`config.mk`:
```
export PLATFORM = sky130hd
export DESIGN_NAME = scu_card_uart
export DESIGN_NICKNAME = d
export VERILOG_FILES = /design/src/verilog/scu_fifo.v /design/src/verilog/scu_card_uart.v
export VERILOG_INCLUDE_DIRS = /design/src /design/src/shared
export SDC_FILE = /design/constraint.sdc
export NUM_CORES = 1
export LEC_CHECK = 0
export BUFFER_PORTS_ARGS = -buffer_cell sky130_fd_sc_hd__buf_2
export CORE_UTILIZATION = 59
export DETAILED_ROUTE_END_ITERATION = 10
export PLACE_DENSITY = 0.85
export SYNTH_ARGS = -nofsm -noshare
export SYNTH_HDL_FRONTEND = slang
export SYNTH_SLANG_ARGS = --single-unit
```
`constraint.sdc`:
```
create_clock -name i_clk_sys -period 2.89 [get_ports i_clk_sys]
set_input_delay 0.1445 -clock i_clk_sys [delete_from_list [all_inputs] [get_ports i_clk_sys]]
set_output_delay 0.1445 -clock i_clk_sys [all_outputs]
set_load 0.1 [all_outputs]
```
`src/shared/scu_defines.vh`:
```
// Purpose: Shared constants for the card-capable serial channel
// Assumes: Included by bare name from design files
// Notes:   Definitions only; no logic here
`ifndef SCU_DEFINES_VH
`define SCU_DEFINES_VH

// Mode field code that selects 8-bit asynchronous operation
`define SCU_MODE_UART8   3'h5
// Prescaler selector codes for the prescaled source clock
`define SCU_DIV_1        2'h0
`define SCU_DIV_8        2'h1
`define SCU_DIV_32       2'h2
// Terminal counts of the prescaler (divide ratio minus one)
`define SCU_PRE_1        5'h00
`define SCU_PRE_8        5'h07
`define SCU_PRE_32       5'h1f
// Sixteen oversample ticks per bit; half a bit is eight ticks
`define SCU_OS_LAST      4'hf
`define SCU_OS_HALF      4'h7
// Data bits per character, index of the last one
`define SCU_DATA_BITS    8
`define SCU_BIT_LAST     3'h7
// Transmit buffer depth
`define SCU_FIFO_DEPTH   16

`endif

```
`src/verilog/scu_fifo.v`:
```
// Purpose: Synchronous FIFO holding characters waiting for transmission
// Assumes: Single clock, synchronous active-high reset, clock enable
// Notes:   Ready and valid come from flip-flops; depth a power of two
`timescale 1ns/10ps
`default_nettype none

module scu_fifo #(
  parameter WIDTH = 8,
  parameter DEPTH = 16,
  parameter AW    = 4
) (
  input  wire             i_clk_sys,
  input  wire             i_srst,
  input  wire             i_ce,
  input  wire             i_in_valid,
  output reg              o_in_ready,
  input  wire [WIDTH-1:0] i_in_data,
  output reg              o_out_valid,
  input  wire             i_out_ready,
  output wire [WIDTH-1:0] o_out_data
);

  reg  [WIDTH-1:0] mem [0:DEPTH-1];
  reg  [AW-1:0]    wr_ptr_r;
  reg  [AW-1:0]    rd_ptr_r;
  reg  [AW:0]      cnt_r;
  reg  [AW:0]      cnt_nxt;
  wire             push;
  wire             pop;

  assign push       = i_in_valid & o_in_ready;
  assign pop        = i_out_ready & o_out_valid;
  assign o_out_data = mem[rd_ptr_r];

  // Occupancy after this cycle's push and pop
  always @* begin
    cnt_nxt = cnt_r;
    if (push & ~pop) begin
      cnt_nxt = cnt_r + {{AW{1'b0}}, 1'b1};
    end else if (pop & ~push) begin
      cnt_nxt = cnt_r - {{AW{1'b0}}, 1'b1};
    end
  end

  // Storage has no reset; only occupied slots are ever read
  always @(posedge i_clk_sys) begin
    if (i_ce & push) begin
      mem[wr_ptr_r] <= i_in_data;
    end
  end

  // Pointers and registered flags so full and empty are exact
  always @(posedge i_clk_sys) begin
    if (i_srst) begin
      wr_ptr_r    <= {AW{1'b0}};
      rd_ptr_r    <= {AW{1'b0}};
      cnt_r       <= {(AW+1){1'b0}};
      o_in_ready  <= 1'b1;
      o_out_valid <= 1'b0;
    end else if (i_ce) begin
      if (push) begin
        wr_ptr_r <= wr_ptr_r + {{(AW-1){1'b0}}, 1'b1};
      end
      if (pop) begin
        rd_ptr_r <= rd_ptr_r + {{(AW-1){1'b0}}, 1'b1};
      end
      cnt_r       <= cnt_nxt;
      o_in_ready  <= (cnt_nxt != DEPTH[AW:0]);
      o_out_valid <= (cnt_nxt != {(AW+1){1'b0}});
    end
  end

endmodule

`default_nettype wire

```
`src/verilog/scu_card_uart.v`:
```
// Purpose: Card-capable serial channel, async 8-bit frames with parity
// Assumes: Pins synchronous to i_clk_sys; shared pulled-up card line
// Notes:   Configuration bits are plain ports; no external bit clock
// Summary of operation
// - Channel runs only with 8-bit mode code
// - Exactly one stop bit per character
// - Direct: even parity, true data, LSB first
// - Inverse: odd parity, inverted data, MSB first
// - Bit rate from prescaled clock, 16(n+1)
// - No hardware handshake gating transfers
// - No address-match filtering on received MSB
// - Transmit interrupt on completion when selected
// - Transmit starts with enable and waiting character
// - Receive starts with enable and start bit
// - Transmit interrupt when whole character sent
// - Receive interrupt when buffer loaded
// - Overrun overwrites buffer, no receive interrupt
// - Detect overrun, framing, parity; error sum
// - Parity error on receive drives output low
// - Error signalling delays transmit interrupt half bit
// - Card parity error read at transmit interrupt
// - Inversion on buffer write and read only
// - First bit D0 direct, inverted D7 inverse
`timescale 1ns/10ps
`default_nettype none
`include "scu_defines.vh"

module scu_card_uart #(
  parameter FIFO_DEPTH = `SCU_FIFO_DEPTH,
  parameter FIFO_AW    = 4
) (
  input  wire       i_clk_sys,
  input  wire       i_srst,
  input  wire       i_ce,
  input  wire [2:0] i_mode_sel,
  input  wire [1:0] i_div_sel,
  input  wire [7:0] i_brg,
  input  wire       i_par_odd,
  input  wire       i_data_inv,
  input  wire       i_msb_first,
  input  wire       i_txi_on_done,
  input  wire       i_err_sig_en,
  input  wire       i_tx_en,
  input  wire       i_rx_en,
  input  wire       i_tx_valid,
  input  wire [7:0] i_tx_data,
  input  wire       i_rx_read,
  input  wire       i_err_clr,
  input  wire       i_serial_in_pin,
  output reg        o_serial_out_pin,
  output reg        o_tx_ready,
  output reg        o_tx_buf_empty,
  output reg        o_tx_busy,
  output reg        o_tx_irq,
  output reg        o_card_parity_err,
  output reg  [7:0] o_rx_data,
  output reg        o_rx_full,
  output reg        o_rx_irq,
  output reg        o_overrun_err,
  output reg        o_framing_err,
  output reg        o_parity_err,
  output reg        o_err_sum
);

  localparam TX_IDLE  = 3'h0;
  localparam TX_START = 3'h1;
  localparam TX_DATA  = 3'h2;
  localparam TX_PAR   = 3'h3;
  localparam TX_STOP  = 3'h4;
  localparam TX_GUARD = 3'h5;

  localparam RX_IDLE  = 3'h0;
  localparam RX_START = 3'h1;
  localparam RX_DATA  = 3'h2;
  localparam RX_PAR   = 3'h3;
  localparam RX_STOP  = 3'h4;
  localparam RX_ESIG  = 3'h5;

  wire       chan_on;
  wire       fifo_in_ready;
  wire       fifo_out_valid;
  wire [7:0] fifo_out_data;
  wire       tx_start;
  wire       pre_tick;
  wire       tick16;
  wire [7:0] tx_wr_data;
  wire [7:0] rx_byte_nxt;
  reg  [4:0] pre_top;
  reg  [4:0] pre_cnt_r;
  reg  [7:0] brg_cnt_r;
  reg  [2:0] tx_st_r;
  reg  [3:0] tx_os_r;
  reg  [2:0] tx_bit_r;
  reg  [7:0] tx_sh_r;
  reg        tx_par_r;
  reg        tx_line_r;
  reg  [2:0] rx_st_r;
  reg  [3:0] rx_os_r;
  reg  [2:0] rx_bit_r;
  reg  [7:0] rx_sh_r;
  reg        rx_par_r;
  reg        err_drv_r;
  reg        rx_load;
  reg        rx_perr;
  reg        rx_ferr;
  reg        tx_done;

  // The channel only runs in the 8-bit asynchronous mode
  assign chan_on = (i_mode_sel == `SCU_MODE_UART8);

  // Data inverted on the way into the buffer, framing bits untouched
  assign tx_wr_data = i_data_inv ? ~i_tx_data : i_tx_data;

  // Start needs enable plus a waiting character; no handshake input
  assign tx_start = chan_on & i_tx_en & fifo_out_valid & (tx_st_r == TX_IDLE);

  scu_fifo #(
    .WIDTH (`SCU_DATA_BITS),
    .DEPTH (FIFO_DEPTH),
    .AW    (FIFO_AW)
  ) scu_fifo_inst (
    .i_clk_sys   (i_clk_sys),
    .i_srst      (i_srst),
    .i_ce        (i_ce),
    .i_in_valid  (i_tx_valid),
    .o_in_ready  (fifo_in_ready),
    .i_in_data   (tx_wr_data),
    .o_out_valid (fifo_out_valid),
    .i_out_ready (tx_start),
    .o_out_data  (fifo_out_data)
  );

  // Prescaler terminal count from the source clock select
  always @* begin
    case (i_div_sel)
      `SCU_DIV_1:  pre_top = `SCU_PRE_1;
      `SCU_DIV_8:  pre_top = `SCU_PRE_8;
      `SCU_DIV_32: pre_top = `SCU_PRE_32;
      default:     pre_top = `SCU_PRE_32;
    endcase
  end

  // Compare with >= so a smaller divisor written mid-count cannot stall
  assign pre_tick = (pre_cnt_r >= pre_top);
  assign tick16   = pre_tick & (brg_cnt_r >= i_brg);

  // Internal bit clock only: prescaler then generator, 16 ticks per bit
  always @(posedge i_clk_sys) begin
    if (i_srst) begin
      pre_cnt_r <= 5'h00;
      brg_cnt_r <= 8'h00;
    end else if (i_ce) begin
      pre_cnt_r <= pre_tick ? 5'h00 : pre_cnt_r + 5'h01;
      if (pre_tick) begin
        brg_cnt_r <= tick16 ? 8'h00 : brg_cnt_r + 8'h01;
      end
    end
  end

  // Transmitter: start, eight data, parity, one stop, optional guard
  always @(posedge i_clk_sys) begin
    if (i_srst) begin
      tx_st_r   <= TX_IDLE;
      tx_os_r   <= 4'h0;
      tx_bit_r  <= 3'h0;
      tx_sh_r   <= 8'h00;
      tx_par_r  <= 1'b0;
      tx_line_r <= 1'b1;
      tx_done   <= 1'b0;
    end else if (i_ce) begin
      tx_done <= 1'b0;
      if (tx_start) begin
        tx_sh_r   <= fifo_out_data;
        tx_par_r  <= (^fifo_out_data) ^ i_par_odd;
        tx_line_r <= 1'b0;
        tx_os_r   <= 4'h0;
        tx_st_r   <= TX_START;
      end else if (tick16 && tx_st_r != TX_IDLE) begin
        tx_os_r <= tx_os_r + 4'h1;
        case (tx_st_r)
          TX_START: begin
            if (tx_os_r == `SCU_OS_LAST) begin
              tx_line_r <= i_msb_first ? tx_sh_r[7] : tx_sh_r[0];
              tx_bit_r  <= 3'h0;
              tx_st_r   <= TX_DATA;
            end
          end
          TX_DATA: begin
            if (tx_os_r == `SCU_OS_LAST) begin
              if (tx_bit_r == `SCU_BIT_LAST) begin
                tx_line_r <= tx_par_r;
                tx_st_r   <= TX_PAR;
              end else begin
                // Next bit from the selected end of the shifter
                tx_line_r <= i_msb_first ? tx_sh_r[6] : tx_sh_r[1];
                tx_sh_r   <= i_msb_first ? {tx_sh_r[6:0], 1'b0} : {1'b0, tx_sh_r[7:1]};
                tx_bit_r  <= tx_bit_r + 3'h1;
              end
            end
          end
          TX_PAR: begin
            if (tx_os_r == `SCU_OS_LAST) begin
              tx_line_r <= 1'b1;
              tx_st_r   <= TX_STOP;
            end
          end
          TX_STOP: begin
            if (tx_os_r == `SCU_OS_LAST) begin
              if (i_err_sig_en) begin
                tx_st_r <= TX_GUARD;
              end else begin
                tx_done <= 1'b1;
                tx_st_r <= TX_IDLE;
              end
            end
          end
          TX_GUARD: begin
            // Half a bit more lets the card pull its error level first
            if (tx_os_r == `SCU_OS_HALF) begin
              tx_done <= 1'b1;
              tx_st_r <= TX_IDLE;
            end
          end
          default: tx_st_r <= TX_IDLE;
        endcase
      end
    end
  end

  // Received byte in natural order, inverted on the way out if asked
  assign rx_byte_nxt = i_data_inv ? ~rx_sh_r : rx_sh_r;

  // Receiver; every character is kept, whatever its top bit
  always @(posedge i_clk_sys) begin
    if (i_srst) begin
      rx_st_r   <= RX_IDLE;
      rx_os_r   <= 4'h0;
      rx_bit_r  <= 3'h0;
      rx_sh_r   <= 8'h00;
      rx_par_r  <= 1'b0;
      err_drv_r <= 1'b0;
      rx_load   <= 1'b0;
      rx_perr   <= 1'b0;
      rx_ferr   <= 1'b0;
    end else if (i_ce) begin
      rx_load <= 1'b0;
      // Own transmission is echoed on the shared line, so it is ignored
      if (rx_st_r == RX_IDLE) begin
        if (chan_on && i_rx_en && !i_serial_in_pin && tx_st_r == TX_IDLE) begin
          rx_st_r <= RX_START;
          rx_os_r <= 4'h0;
        end
      end else if (tick16) begin
        rx_os_r <= rx_os_r + 4'h1;
        case (rx_st_r)
          RX_START: begin
            // Mid-bit recheck rejects glitches on the idle-high line
            if (rx_os_r == `SCU_OS_HALF) begin
              rx_os_r  <= 4'h0;
              rx_bit_r <= 3'h0;
              rx_par_r <= 1'b0;
              rx_st_r  <= i_serial_in_pin ? RX_IDLE : RX_DATA;
            end
          end
          RX_DATA: begin
            if (rx_os_r == `SCU_OS_LAST) begin
              rx_par_r <= rx_par_r ^ i_serial_in_pin;
              rx_sh_r  <= i_msb_first ? {rx_sh_r[6:0], i_serial_in_pin}
                                      : {i_serial_in_pin, rx_sh_r[7:1]};
              rx_bit_r <= rx_bit_r + 3'h1;
              if (rx_bit_r == `SCU_BIT_LAST) begin
                rx_st_r <= RX_PAR;
              end
            end
          end
          RX_PAR: begin
            if (rx_os_r == `SCU_OS_LAST) begin
              rx_perr <= rx_par_r ^ i_serial_in_pin ^ i_par_odd;
              rx_st_r <= RX_STOP;
            end
          end
          RX_STOP: begin
            // Stop bit sampled at its middle; a low stop is a framing error
            if (rx_os_r == `SCU_OS_LAST) begin
              rx_ferr <= ~i_serial_in_pin;
              rx_load <= 1'b1;
              rx_os_r <= 4'h0;
              if (rx_perr && i_err_sig_en) begin
                err_drv_r <= 1'b1;
                rx_st_r   <= RX_ESIG;
              end else begin
                rx_st_r <= RX_IDLE;
              end
            end
          end
          RX_ESIG: begin
            // Hold the line low for one whole bit time
            if (rx_os_r == `SCU_OS_LAST) begin
              err_drv_r <= 1'b0;
              rx_st_r   <= RX_IDLE;
            end
          end
          default: rx_st_r <= RX_IDLE;
        endcase
      end
    end
  end

  // Receive buffer, flags and interrupts; hardware set beats clear
  always @(posedge i_clk_sys) begin
    if (i_srst) begin
      o_rx_data         <= 8'h00;
      o_rx_full         <= 1'b0;
      o_rx_irq          <= 1'b0;
      o_overrun_err     <= 1'b0;
      o_framing_err     <= 1'b0;
      o_parity_err      <= 1'b0;
      o_err_sum         <= 1'b0;
      o_tx_irq          <= 1'b0;
      o_card_parity_err <= 1'b0;
    end else if (i_ce) begin
      o_rx_irq <= 1'b0;
      o_tx_irq <= 1'b0;
      if (rx_load) begin
        o_rx_data <= rx_byte_nxt;
        o_rx_full <= 1'b1;
        // Overrun keeps the new byte but raises no receive interrupt
        if (o_rx_full && !i_rx_read) begin
          o_overrun_err <= 1'b1;
        end else begin
          o_rx_irq <= 1'b1;
        end
      end else if (i_rx_read) begin
        o_rx_full <= 1'b0;
      end
      if (rx_load && rx_ferr) begin
        o_framing_err <= 1'b1;
      end else if (i_err_clr) begin
        o_framing_err <= 1'b0;
      end
      if (rx_load && rx_perr) begin
        o_parity_err <= 1'b1;
      end else if (i_err_clr) begin
        o_parity_err <= 1'b0;
      end
      if (i_err_clr && !(rx_load && o_rx_full && !i_rx_read)) begin
        o_overrun_err <= 1'b0;
      end
      o_err_sum <= o_overrun_err | o_framing_err | o_parity_err;
      // Interrupt source: completed character or character taken
      if (i_txi_on_done) begin
        o_tx_irq <= tx_done;
      end else begin
        o_tx_irq <= tx_start;
      end
      if (tx_done) begin
        o_card_parity_err <= ~i_serial_in_pin;
      end
    end
  end

  // Pin and status outputs, each from its own flip-flop
  always @(posedge i_clk_sys) begin
    if (i_srst) begin
      o_serial_out_pin <= 1'b1;
      o_tx_ready       <= 1'b0;
      o_tx_buf_empty   <= 1'b1;
      o_tx_busy        <= 1'b0;
    end else if (i_ce) begin
      o_serial_out_pin <= tx_line_r & ~err_drv_r;
      o_tx_ready       <= fifo_in_ready;
      o_tx_buf_empty   <= ~fifo_out_valid;
      o_tx_busy        <= (tx_st_r != TX_IDLE);
    end
  end

endmodule

`default_nettype wire

```
==> results of run 1 <==
critical path: cells and delay by family (launching register included):
family / cells / cell delay [ns]
AND/OR/NAND/NOR: 4 / 1.00
AO/OA/AOI/OAI: 4 / 0.67
flip-flops: 1 / 0.42
buffers and inverters: 2 / 0.28
adder cells (fa/ha/maj): 1 / 0.28
where the power goes:
part | internal [mW] | switching, mW
Sequential | 3.42 | 0.0183
Combinational | 0.125 | 0.236
Clock | 1.69 | 1.19
path summary, 6_finish.rpt:
check                             startpoint            end  slack (ns)  depth (start not counted)
worst min-delay path               i_err_clr  o_framing_err        0.04                          4
worst max-delay path            pre_cnt_r[0]     tx_os_r[3]        0.17                         11
worst max register to register  pre_cnt_r[0]     tx_os_r[3]        0.17                         11
worst min register to register   tx_bit_r[1]    tx_bit_r[1]        0.46                          2
placed cells by master, fill, tap and decap left out, types with 4 or more instances in the layout:
cell	instances
nand2b_1	7
buf_2	54
inv_1	23
clkinv_1	7
o21ai_0	28
nand3_1	29
mux2i_1	15
dfxtp_1	95
nand4_1	10
nand4b_1	4
a311oi_1	13
a211oi_1	17
a221oi_1	4
ha_1	27
and3_1	4
o2111ai_1	4
clkbuf_16	23
or3_1	11
a21oi_1	62
buf_4	39
xor2_1	24
xnor2_1	22
buf_12	4
o21a_1	4
a22o_1	4
nor3_1	23
a31oi_1	5
mux4_2	36
nor2b_1	8
nand2_1	49
a21o_1	5
edfxtp_1	128
nor2_1	65
kinds of logic (layout without fill, tap and decap cells):
group | Yosys count | count (layout) | synth area share, %
mux | 54 | 54 | 9.85
simple gates | 229 | 229 | 11.2
compound gates | 171 | 171 | 11.1
fa+ha+maj | 27 | 27 | 3.34
xor+xnor | 47 | 47 | 4.21
flops | 224 | 224 | 57.1
buf+inv | 75 | 164 | 3.31
registers in the layout, summed over array words and instances (netlist names), 5 cells and up, named ones only:
register and cells:
tx_sh_r 8, scu_fifo_inst.cnt_r 5, pre_cnt_r 5, scu_fifo_inst.mem 128, brg_cnt_r 8, o_rx_data 8, rx_sh_r 8
metal layers:
layer / global-route usage [%] / up-vias / wire [µm]
li1: - / 3253 / -
met2: 42.9 / 260 / 10900
met4: 8.43 / 0 / 565
met1: 32.6 / 3344 / 9040
met5: 0 / - / 0
met3: 3.33 / 50 / 1080
what timing repair did:
item | CTS | global route
hold buffers | 3 | 0
gates resized for setup | 0 | 3
hold endpoints to repair | 6 | 0
setup endpoints to repair | 0 | 3
layout make-up:
cell class | count | share of cell area (%)
timing repair buffer | 100 | 5.82
clock buffer | 28 | 5.31
tap | 220 | 2.38
clock inverter | 12 | 1.05
inverter | 24 | 0.779
sequential | 224 | 49.9
multi-input combinational | 528 | 34.8
==> impl_metrics.csv, run 1 <==
group,metric,value,unit
synth,netlist.area_leader.share,38.0,%
synth,syn_area,10100,µm²
sta,final-max-slew-violation-count,0,
setup_path,critPathKind,"flop to flop",
route,drt_wl_total,21.5,mm
finish,multi_input_area,4020,µm²
floorplan,initial_utilization,60.7,%
power_and_ir_drop,leakagePower,4.05,nW
finish,final_cell_area,11600,µm²
floorplan,dieArea,17600,µm²
synth,ys_top_cells_by_area,"edfxtp_1, dfxtp_1, mux4_2, ha_1, a21oi_1",
placed_design,port_buffers,54,
global_route,grt_pass1_vias,6637,
outcome,status,"completed",
synth,yosys.area.top_type,"edfxtp_1",
clocking,h-tree-depth,1,
floorplan,io_pins,55,
route,drc,0,
placed_design,dp_cells,1093,
synth,yosysWarningCount,0,
finish,seqCellArea,5770,µm²
setup_path,cpPeakStageDelay,0.42,ns
synth,synth_seq_cells,224,
hold_path,hold_class,"primary input to flop",
flow_run,cap_viol_max_count,0,
synth,synth_edf_count,128,
finish,layout-drive-gt1-share,19.9,%
global_route,track_usage,24.9,%
clocking,tritoncts,"yes",
setup_path,worstPathCellList,"inv_1 -> ha_1 -> nand2b_1 -> a221oi_1 -> o21bai_1 -> a21oi_1 -> nor2_1 -> nand3_1 -> buf_4 -> or3_1 -> a221oi_1",
sta,fmax,367,MHz
placed_design,place_congestion,0.895,
setup_path,cp_max_fo,6,
global_route,grt_first_pass_wirelength,34.5,mm
synth,async_flop_share,0,%
setup_path,crit_path_top_delay_cell,"dfxtp_1",
synth,synth_area_per_cell,12.2,µm²
sta,period_share,94.3,%
placed_design,hpwl,14.3,mm
synth,ys.flop_type,"edfxtp_1",
route,drt-initial-drc-count,756,
sta,slew_headroom,28.2,%
sta,hold_viol,0,
sta,worst_slack,0.166,ns
clocking,post_cts_buffers,0,
floorplan,dieWidth,133,µm
sta,min_period,2.72,ns
floorplan,fp-row-count,47,
clocking,cts.reportedPaths.clkPinSlew,0.06,ns
sta,finalClockSkew,0.0102,ns
sta,timing.hold.ws,0.0448,ns
power_and_ir_drop,power,6.69,mW
synth,yosysMostFrequentCell,"edfxtp_1",
route,vias_per_cell,6.08,
floorplan,coreArea,16600,µm²
clocking,cts_root_buf,"clkbuf_16",
clocking,clockBufferDepth,3,
route,first_pass_iters,5,
placed_design,dpl_worst_slack,0.0740,ns
global_route,grt_max_degree,62,
placed_design,dpl_cell_area,10800,µm²
synth,synth_common_cells,"edfxtp_1, dfxtp_1, nor2_1, a21oi_1, nand2_1",
setup_path,crit_path_frequent_cell,"a221oi_1",
clocking,clock_sinks,224,
synth,synth.yosys.seq_area_share,57.1,%
clocking,numCtsBuffers,23,
sta,tightest_slew,1.07,ns
finish,area_growth,14.5,%
clocking,clock_latency,0.52,ns
synth,synth_cell_types,63,
setup_path,startpoint_type,"flop",
setup_path,crit_required,3.32,ns
setup_path,crit_arrival,3.15,ns
route,antenna_left,0,
global_route,antenna_found_initial,0,
route,post_drt_wl_per_cell,19.0,µm
synth,syn_nets,889,
power_and_ir_drop,ir_drop,0.554,mV
finish,nets,963,
synth,syn_inst,827,
finish,fill_cells,1129,
setup_path,cp-end-kind,"flop",
global_route,grt-ovfl-total,0,
sta,setup_viol,0,
route,vias,6907,
finish,diodes,0,
floorplan,die_h,133,µm
power_and_ir_drop,p_per_area,578,nW/µm²
finish,finish.utilization,69.5,%
finish,fin_cells,1136,
sta,tns,0,ns
sta,rsz0062_at_grt,"no",
Note: power is estimated with default switching activity, not from simulation.
==> run 2: changes to the inputs <==
ABC_AREA = 1   (was not set)
==> impl_metrics.csv, run 2 <==
group,metric,value,unit
outcome,status,"completed",
global_route,grt-ovfl-total,0,
global_route,grt_max_degree,70,
synth,syn_inst,1259,
clocking,cts.reportedPaths.clkPinSlew,0.06,ns
global_route,track_usage,26.4,%
clocking,h-tree-depth,1,
flow_run,cap_viol_max_count,0,
finish,nets,1375,
placed_design,place_congestion,0.884,
setup_path,crit_path_frequent_cell,"nand2_2",
placed_design,dpl_worst_slack,0.511,ns
clocking,post_cts_buffers,0,
floorplan,dieWidth,137,µm
sta,timing.hold.ws,0.0545,ns
clocking,clock_latency,0.50,ns
setup_path,rr_endpoint,"tx_sh_r[1]",
floorplan,initial_utilization,61.2,%
setup_path,crit_arrival,2.85,ns
hold_path,min_from,"i_err_sig_en",
clocking,cts_root_buf,"clkbuf_16",
sta,setup_viol,0,
finish,fill_cells,1280,
clocking,clock_sinks,224,
synth,synth.yosys.seq_area_share,53.9,%
route,post_drt_wl_per_cell,15.6,µm
synth,syn_area,10700,µm²
placed_design,port_buffers,54,
hold_path,worstHoldPathCells,4,
finish,largest_register_ffs,128,
synth,ys.flop_type,"edfxtp_1",
sta,min_period,2.42,ns
setup_path,r2r_setup_slack,0.47,ns
clocking,numCtsBuffers,22,
floorplan,coreArea,17500,µm²
sta,rsz0062_at_grt,"no",
setup_path,crit_required,3.32,ns
synth,yosysWarningCount,0,
global_route,grt_first_pass_wirelength,38.6,mm
synth,ys_top_cells_by_area,"edfxtp_1, dfxtp_1, nand2_1, nand3_1, inv_1",
setup_path,r2r_start,"pre_cnt_r[0]",
sta,slew_headroom,10.6,%
clocking,post_cts_resized,0,
synth,synth_common_cells,"nand2_1, inv_1, edfxtp_1, nand3_1, dfxtp_1",
clocking,clockBufferDepth,3,
sta,period_share,83.8,%
finish,most-common-layout-cells,"nand2_1, inv_1, edfxtp_1, nand3_1, dfxtp_1",
synth,synth_seq_cells,224,
synth,yosys.area.top_type,"edfxtp_1",
synth,yosysMostFrequentCell,"nand2_1",
finish,diodes,0,
finish,regMostFlops,"scu_fifo_inst.mem",
setup_path,worstPathCellList,"inv_1 -> ha_1 -> o21ai_0 -> nand3_1 -> nand3_1 -> inv_1 -> o21ai_1 -> nand2_2 -> nand2_2 -> nor2_4 -> nand2_1 -> nand2_2 -> nand2_2 -> o21ai_1 -> a21oi_1",
route,drt-initial-drc-count,1076,
power_and_ir_drop,leakagePower,5.14,nW
placed_design,hpwl,15.1,mm
clocking,ctsHoldBuffers,5,
route,vias_per_cell,5.64,
setup_path,cp-end-kind,"flop",
route,vias,8759,
sta,fmax,413,MHz
hold_path,hold_end,"tx_done",
sta,tns,0,ns
synth,synth_cell_types,41,
finish,area_growth,11.8,%
placed_design,dp_cells,1509,
floorplan,fp-row-count,48,
setup_path,rr_worst_depth,15,
power_and_ir_drop,p_per_area,573,nW/µm²
global_route,grt_pass1_vias,8073,
synth,synth_area_per_cell,8.49,µm²
floorplan,dieArea,18700,µm²
power_and_ir_drop,ir_drop,0.564,mV
synth,async_flop_share,0,%
setup_path,cp_max_fo,15,
floorplan,io_pins,55,
global_route,antenna_found_initial,0,
sta,final-max-slew-violation-count,0,
clocking,tritoncts,"yes",
sta,hold_viol,0,
route,drc,0,
sta,worst_slack,0.468,ns
setup_path,crit_path_top_delay_cell,"dfxtp_1",
setup_path,startpoint_type,"flop",
setup_path,cpPeakStageDelay,0.37,ns
route,drt_wl_total,24.2,mm
route,antenna_left,0,
finish,layout-drive-gt1-share,10.9,%
sta,tightest_slew,1.34,ns
sta,finalClockSkew,0.00585,ns
synth,syn_nets,1321,
floorplan,die_h,137,µm
hold_path,hold_class,"primary input to flop",
setup_path,critPathKind,"flop to flop",
route,first_pass_iters,6,
finish,layout.cells.most_common,"nand2_1",
finish,fin_cells,1554,
synth,netlist.area_leader.share,36.0,%
synth,synth_edf_count,128,
[run 2: worst max-delay path by stage]
stage	startpoint	endpoint	slack, ns
3_3_place_gp	i_div_sel[1]	tx_sh_r[4]	0.60
3_5_place_dp	i_div_sel[1]	tx_sh_r[1]	0.51
4_1_cts	pre_cnt_r[0]	tx_sh_r[4]	0.53
2_1_floorplan	pre_cnt_r[0]	tx_os_r[3]	0.92
6_report	pre_cnt_r[0]	tx_sh_r[1]	0.47
5_1_grt	pre_cnt_r[0]	tx_sh_r[5]	0.17
[run 2: final cells by class]
class	instances	area, µm²	share of cell area [%]
flip-flops and latches	224	5770	48.3
multi-input cells	822	4060	33.9
inverters	166	626	5.24
clock buffers	25	604	5.06
repair buffers	77	468	3.92
well taps	225	282	2.36
clock inverters	15	148	1.24
[run 2: report_power, final]
group	switching (mW)	leakage (nW)	internal, mW
Sequential	0.0212	1.93	3.43
Combinational	0.315	2.83	0.126
Clock	1.19	0.380	1.77
Total	1.52	5.14	5.33
[run 2: cell families (layout without fill, tap and decap cells)]
kind of cell / Yosys count / count (layout) / synth area share (%)
AO/OA/AOI/OAI: 179 / 179 / 9.02
AND/OR/NAND/NOR: 586 / 586 / 23.3
flip-flops: 224 / 224 / 53.9
buffers and inverters: 213 / 283 / 8.12
XOR/XNOR: 30 / 30 / 2.46
adder cells (fa/ha/maj): 27 / 27 / 3.16
[run 2: through the flow]
stage          cell area, µm²  utilization [%]  power [mW]
2_1_floorplan           10700                -        3.80
3_3_place_gp            11100             63.8        3.93
3_5_place_dp            11100             63.8        3.94
4_1_cts                 12000             68.4        6.84
5_1_grt                 12000             68.4        7.02
6_report                12000             68.4        6.85
[run 2: per-layer routing]
layer | GRT usage (%) | up-vias | share of wire (%)
li1 | - | 4236 | -
met1 | 35.5 | 4076 | 42
met2 | 43.6 | 394 | 47
met3 | 4.37 | 53 | 7.9
met4 | 8.64 | 0 | 2.2
met5 | 0 | - | 0
[run 2: worst max-delay path: cells and delay by family, from the launching register on]
| family | cells | cell delay, ns |
|---|---|---|
| AO/OA/AOI/OAI | 4 | 0.61 |
| adder cells (fa/ha/maj) | 1 | 0.28 |
| buffers and inverters | 2 | 0.10 |
| flip-flops | 1 | 0.37 |
| AND/OR/NAND/NOR | 8 | 0.99 |
==> run 3: changes to the inputs <==
ABC_AREA = 0   (was 1)
clock period = 2.4 ns   (was 2.89 ns; I/O delays follow)
==> impl_metrics.csv, run 3 (synthesis gave the netlist of run 1 again) <==
group,metric,value,unit
sta,setup_viol,5,
sta,hold_viol,0,
placed_design,dpl_cell_area,11100,µm²
setup_path,r2r_setup_slack,-0.27,ns
floorplan,dieWidth,133,µm
sta,period_share,111,%
setup_path,worstPathCellList,"clkbuf_16 -> clkbuf_16 -> mux4_2 -> mux4_2 -> xor2_1 -> xnor2_1 -> xnor2_1 -> nand3_1 -> a21oi_1",
placed_design,port_buffers,54,
floorplan,fp-row-count,47,
floorplan,coreArea,16600,µm²
clocking,h-tree-depth,1,
sta,finalClockSkew,0.0111,ns
sta,worst_slack,-0.272,ns
power_and_ir_drop,ir_drop,0.767,mV
setup_path,cp-end-kind,"flop",
finish,final_cell_area,12200,µm²
finish,area_growth,20.8,%
setup_path,critical-path-top-delay-family,"multiplexers",
clocking,cts.reportedPaths.clkPinSlew,0.06,ns
finish,regMostFlops,"scu_fifo_inst.mem",
setup_path,crit_required,2.85,ns
hold_path,hold_end,"tx_st_r[2]",
setup_path,rr_endpoint,"tx_par_r",
clocking,clock_latency,0.53,ns
sta,slew_headroom,20.5,%
sta,fmax,374,MHz
outcome,status,"complete, but fails checks",
power_and_ir_drop,p_per_area,690,nW/µm²
hold_path,min_from,"i_err_sig_en",
route,vias_per_cell,6.05,
global_route,grt-ovfl-total,0,
setup_path,crit_buf_inv,2,
global_route,track_usage,25.5,%
global_route,grt_max_degree,50,
flow_run,cap_viol_max_count,0,
finish,layout.cells.most_common,"edfxtp_1",
clocking,cts_root_buf,"clkbuf_16",
sta,tns,-0.468,ns
finish,layout-drive-gt1-share,26.4,%
finish,most-common-layout-cells,"edfxtp_1, dfxtp_1, buf_4, nor2_1, a21oi_1",
route,antenna_left,0,
power_and_ir_drop,power,8.42,mW
setup_path,cp_max_fo,6,
setup_path,crit_arrival,3.12,ns
power_and_ir_drop,leakagePower,4.38,nW
outcome,violations,"negative setup slack",
setup_path,cpPeakStageDelay,0.54,ns
global_route,antenna_found_initial,0,
route,vias,7175,
setup_path,startpoint_type,"flop",
clocking,clock_sinks,224,
setup_path,crit_path_top_delay_cell,"mux4_2",
route,first_pass_iters,5,
route,drc,0,
floorplan,initial_utilization,60.7,%
route,post_drt_wl_per_cell,19.4,µm
global_route,grt_first_pass_wirelength,35.1,mm
route,drt_wl_total,23.0,mm
sta,min_period,2.67,ns
hold_path,hold_class,"primary input to flop",
sta,tightest_slew,1.19,ns
finish,largest_register_ffs,128,
route,drt-initial-drc-count,698,
placed_design,place_congestion,0.846,
setup_path,critPathKind,"flop to flop",
clocking,tritoncts,"yes",
clocking,clockBufferDepth,3,
hold_path,worstHoldPathCells,5,
global_route,grt_pass1_vias,6956,
finish,nets,1011,
setup_path,rr_worst_depth,9,
placed_design,hpwl,14.7,mm
clocking,numCtsBuffers,23,
floorplan,die_h,133,µm
floorplan,io_pins,55,
finish,diodes,0,
floorplan,dieArea,17600,µm²
sta,rsz0062_at_grt,"yes",
sta,final-max-slew-violation-count,0,
[run 3: cell count changes in the layout (fill, tap and decap cells not counted), sizes merged, moves of 11 or more]
cell / before / now
xnor2: 11 / 22
buf: 72 / 140
nor2: 98 / 66
a21oi: 78 / 63
o21ai: 77 / 31
nand3: 118 / 29
a211oi: 3 / 17
mux2i: 0 / 15
mux4: 0 / 36
inv: 166 / 25
or3: 0 / 11
nand2: 339 / 49
a311oi: 1 / 13
nor3: 9 / 24
[run 3: timing repair]
item / CTS / global route
setup endpoints to repair: 13 / 46
gates resized for setup: 7 / 28
gates cloned: 0 / 2
hold buffers: 6 / 0
hold endpoints to repair: 15 / 0
pin swaps: 13 / 19
setup buffers: 2 / 6
[run 3: cell type report]
cell class                      count  area [µm²]
Inverter                           24        90.1
Clock inverter                     12         175
Clock buffer                       30         632
Sequential cell                   224        5770
Fill cell                        1066        4440
Tap cell                          220         275
Multi-Input combinational cell    528        4150
Timing Repair Buffer              148        1120
[run 3: power by group]
group	switching (mW)	total (mW)	internal, mW	leakage (nW)
registers	0.0196	4.14	4.12	1.93
clock network	1.48	3.78	2.30	0.397
logic	0.311	0.497	0.186	2.05
[run 3: per-stage QoR]
stage / util [%] / setup WS (ns) / hold slack (ns) / instances
finish: 73.3 / -0.272 / 0.110 / 1186
global route: 73.3 / -0.392 / 0.171 / 1186
floorplan: - / -0.202 / 0.308 / 827
CTS: 72.0 / -0.304 / 0.0868 / 1178
detailed placement: 66.5 / -0.212 / 0.448 / 1128
global placement: 66.5 / -0.167 / 0.443 / 1128
[run 3: worst max path at each step]
stage	slack [ns]	cells after the start	endpoint
global route	-0.39	10	tx_par_r
floorplan	-0.20	11	scu_fifo_inst.o_in_ready
detailed placement	-0.21	10	tx_par_r
CTS	-0.30	10	tx_par_r
finish	-0.27	9	tx_par_r
global placement	-0.17	8	tx_par_r
[run 3: worst reg2reg max path: cells and delay by family (launching register included)]
family	cells	cell delay [ns]
multiplexers	2	1.06
XOR/XNOR	3	0.62
flip-flops	1	0.38
buffers and inverters	2	0.31
AO/OA/AOI/OAI	1	0.14
AND/OR/NAND/NOR	1	0.10
[run 3: layer usage]
metal,wire length (µm),vias up,track usage [%]
met5,0,-,0
met4,699,0,10.9
met3,1080,63,3.68
met2,11900,246,44.9
met1,9290,3506,31.4
li1,-,3360,-
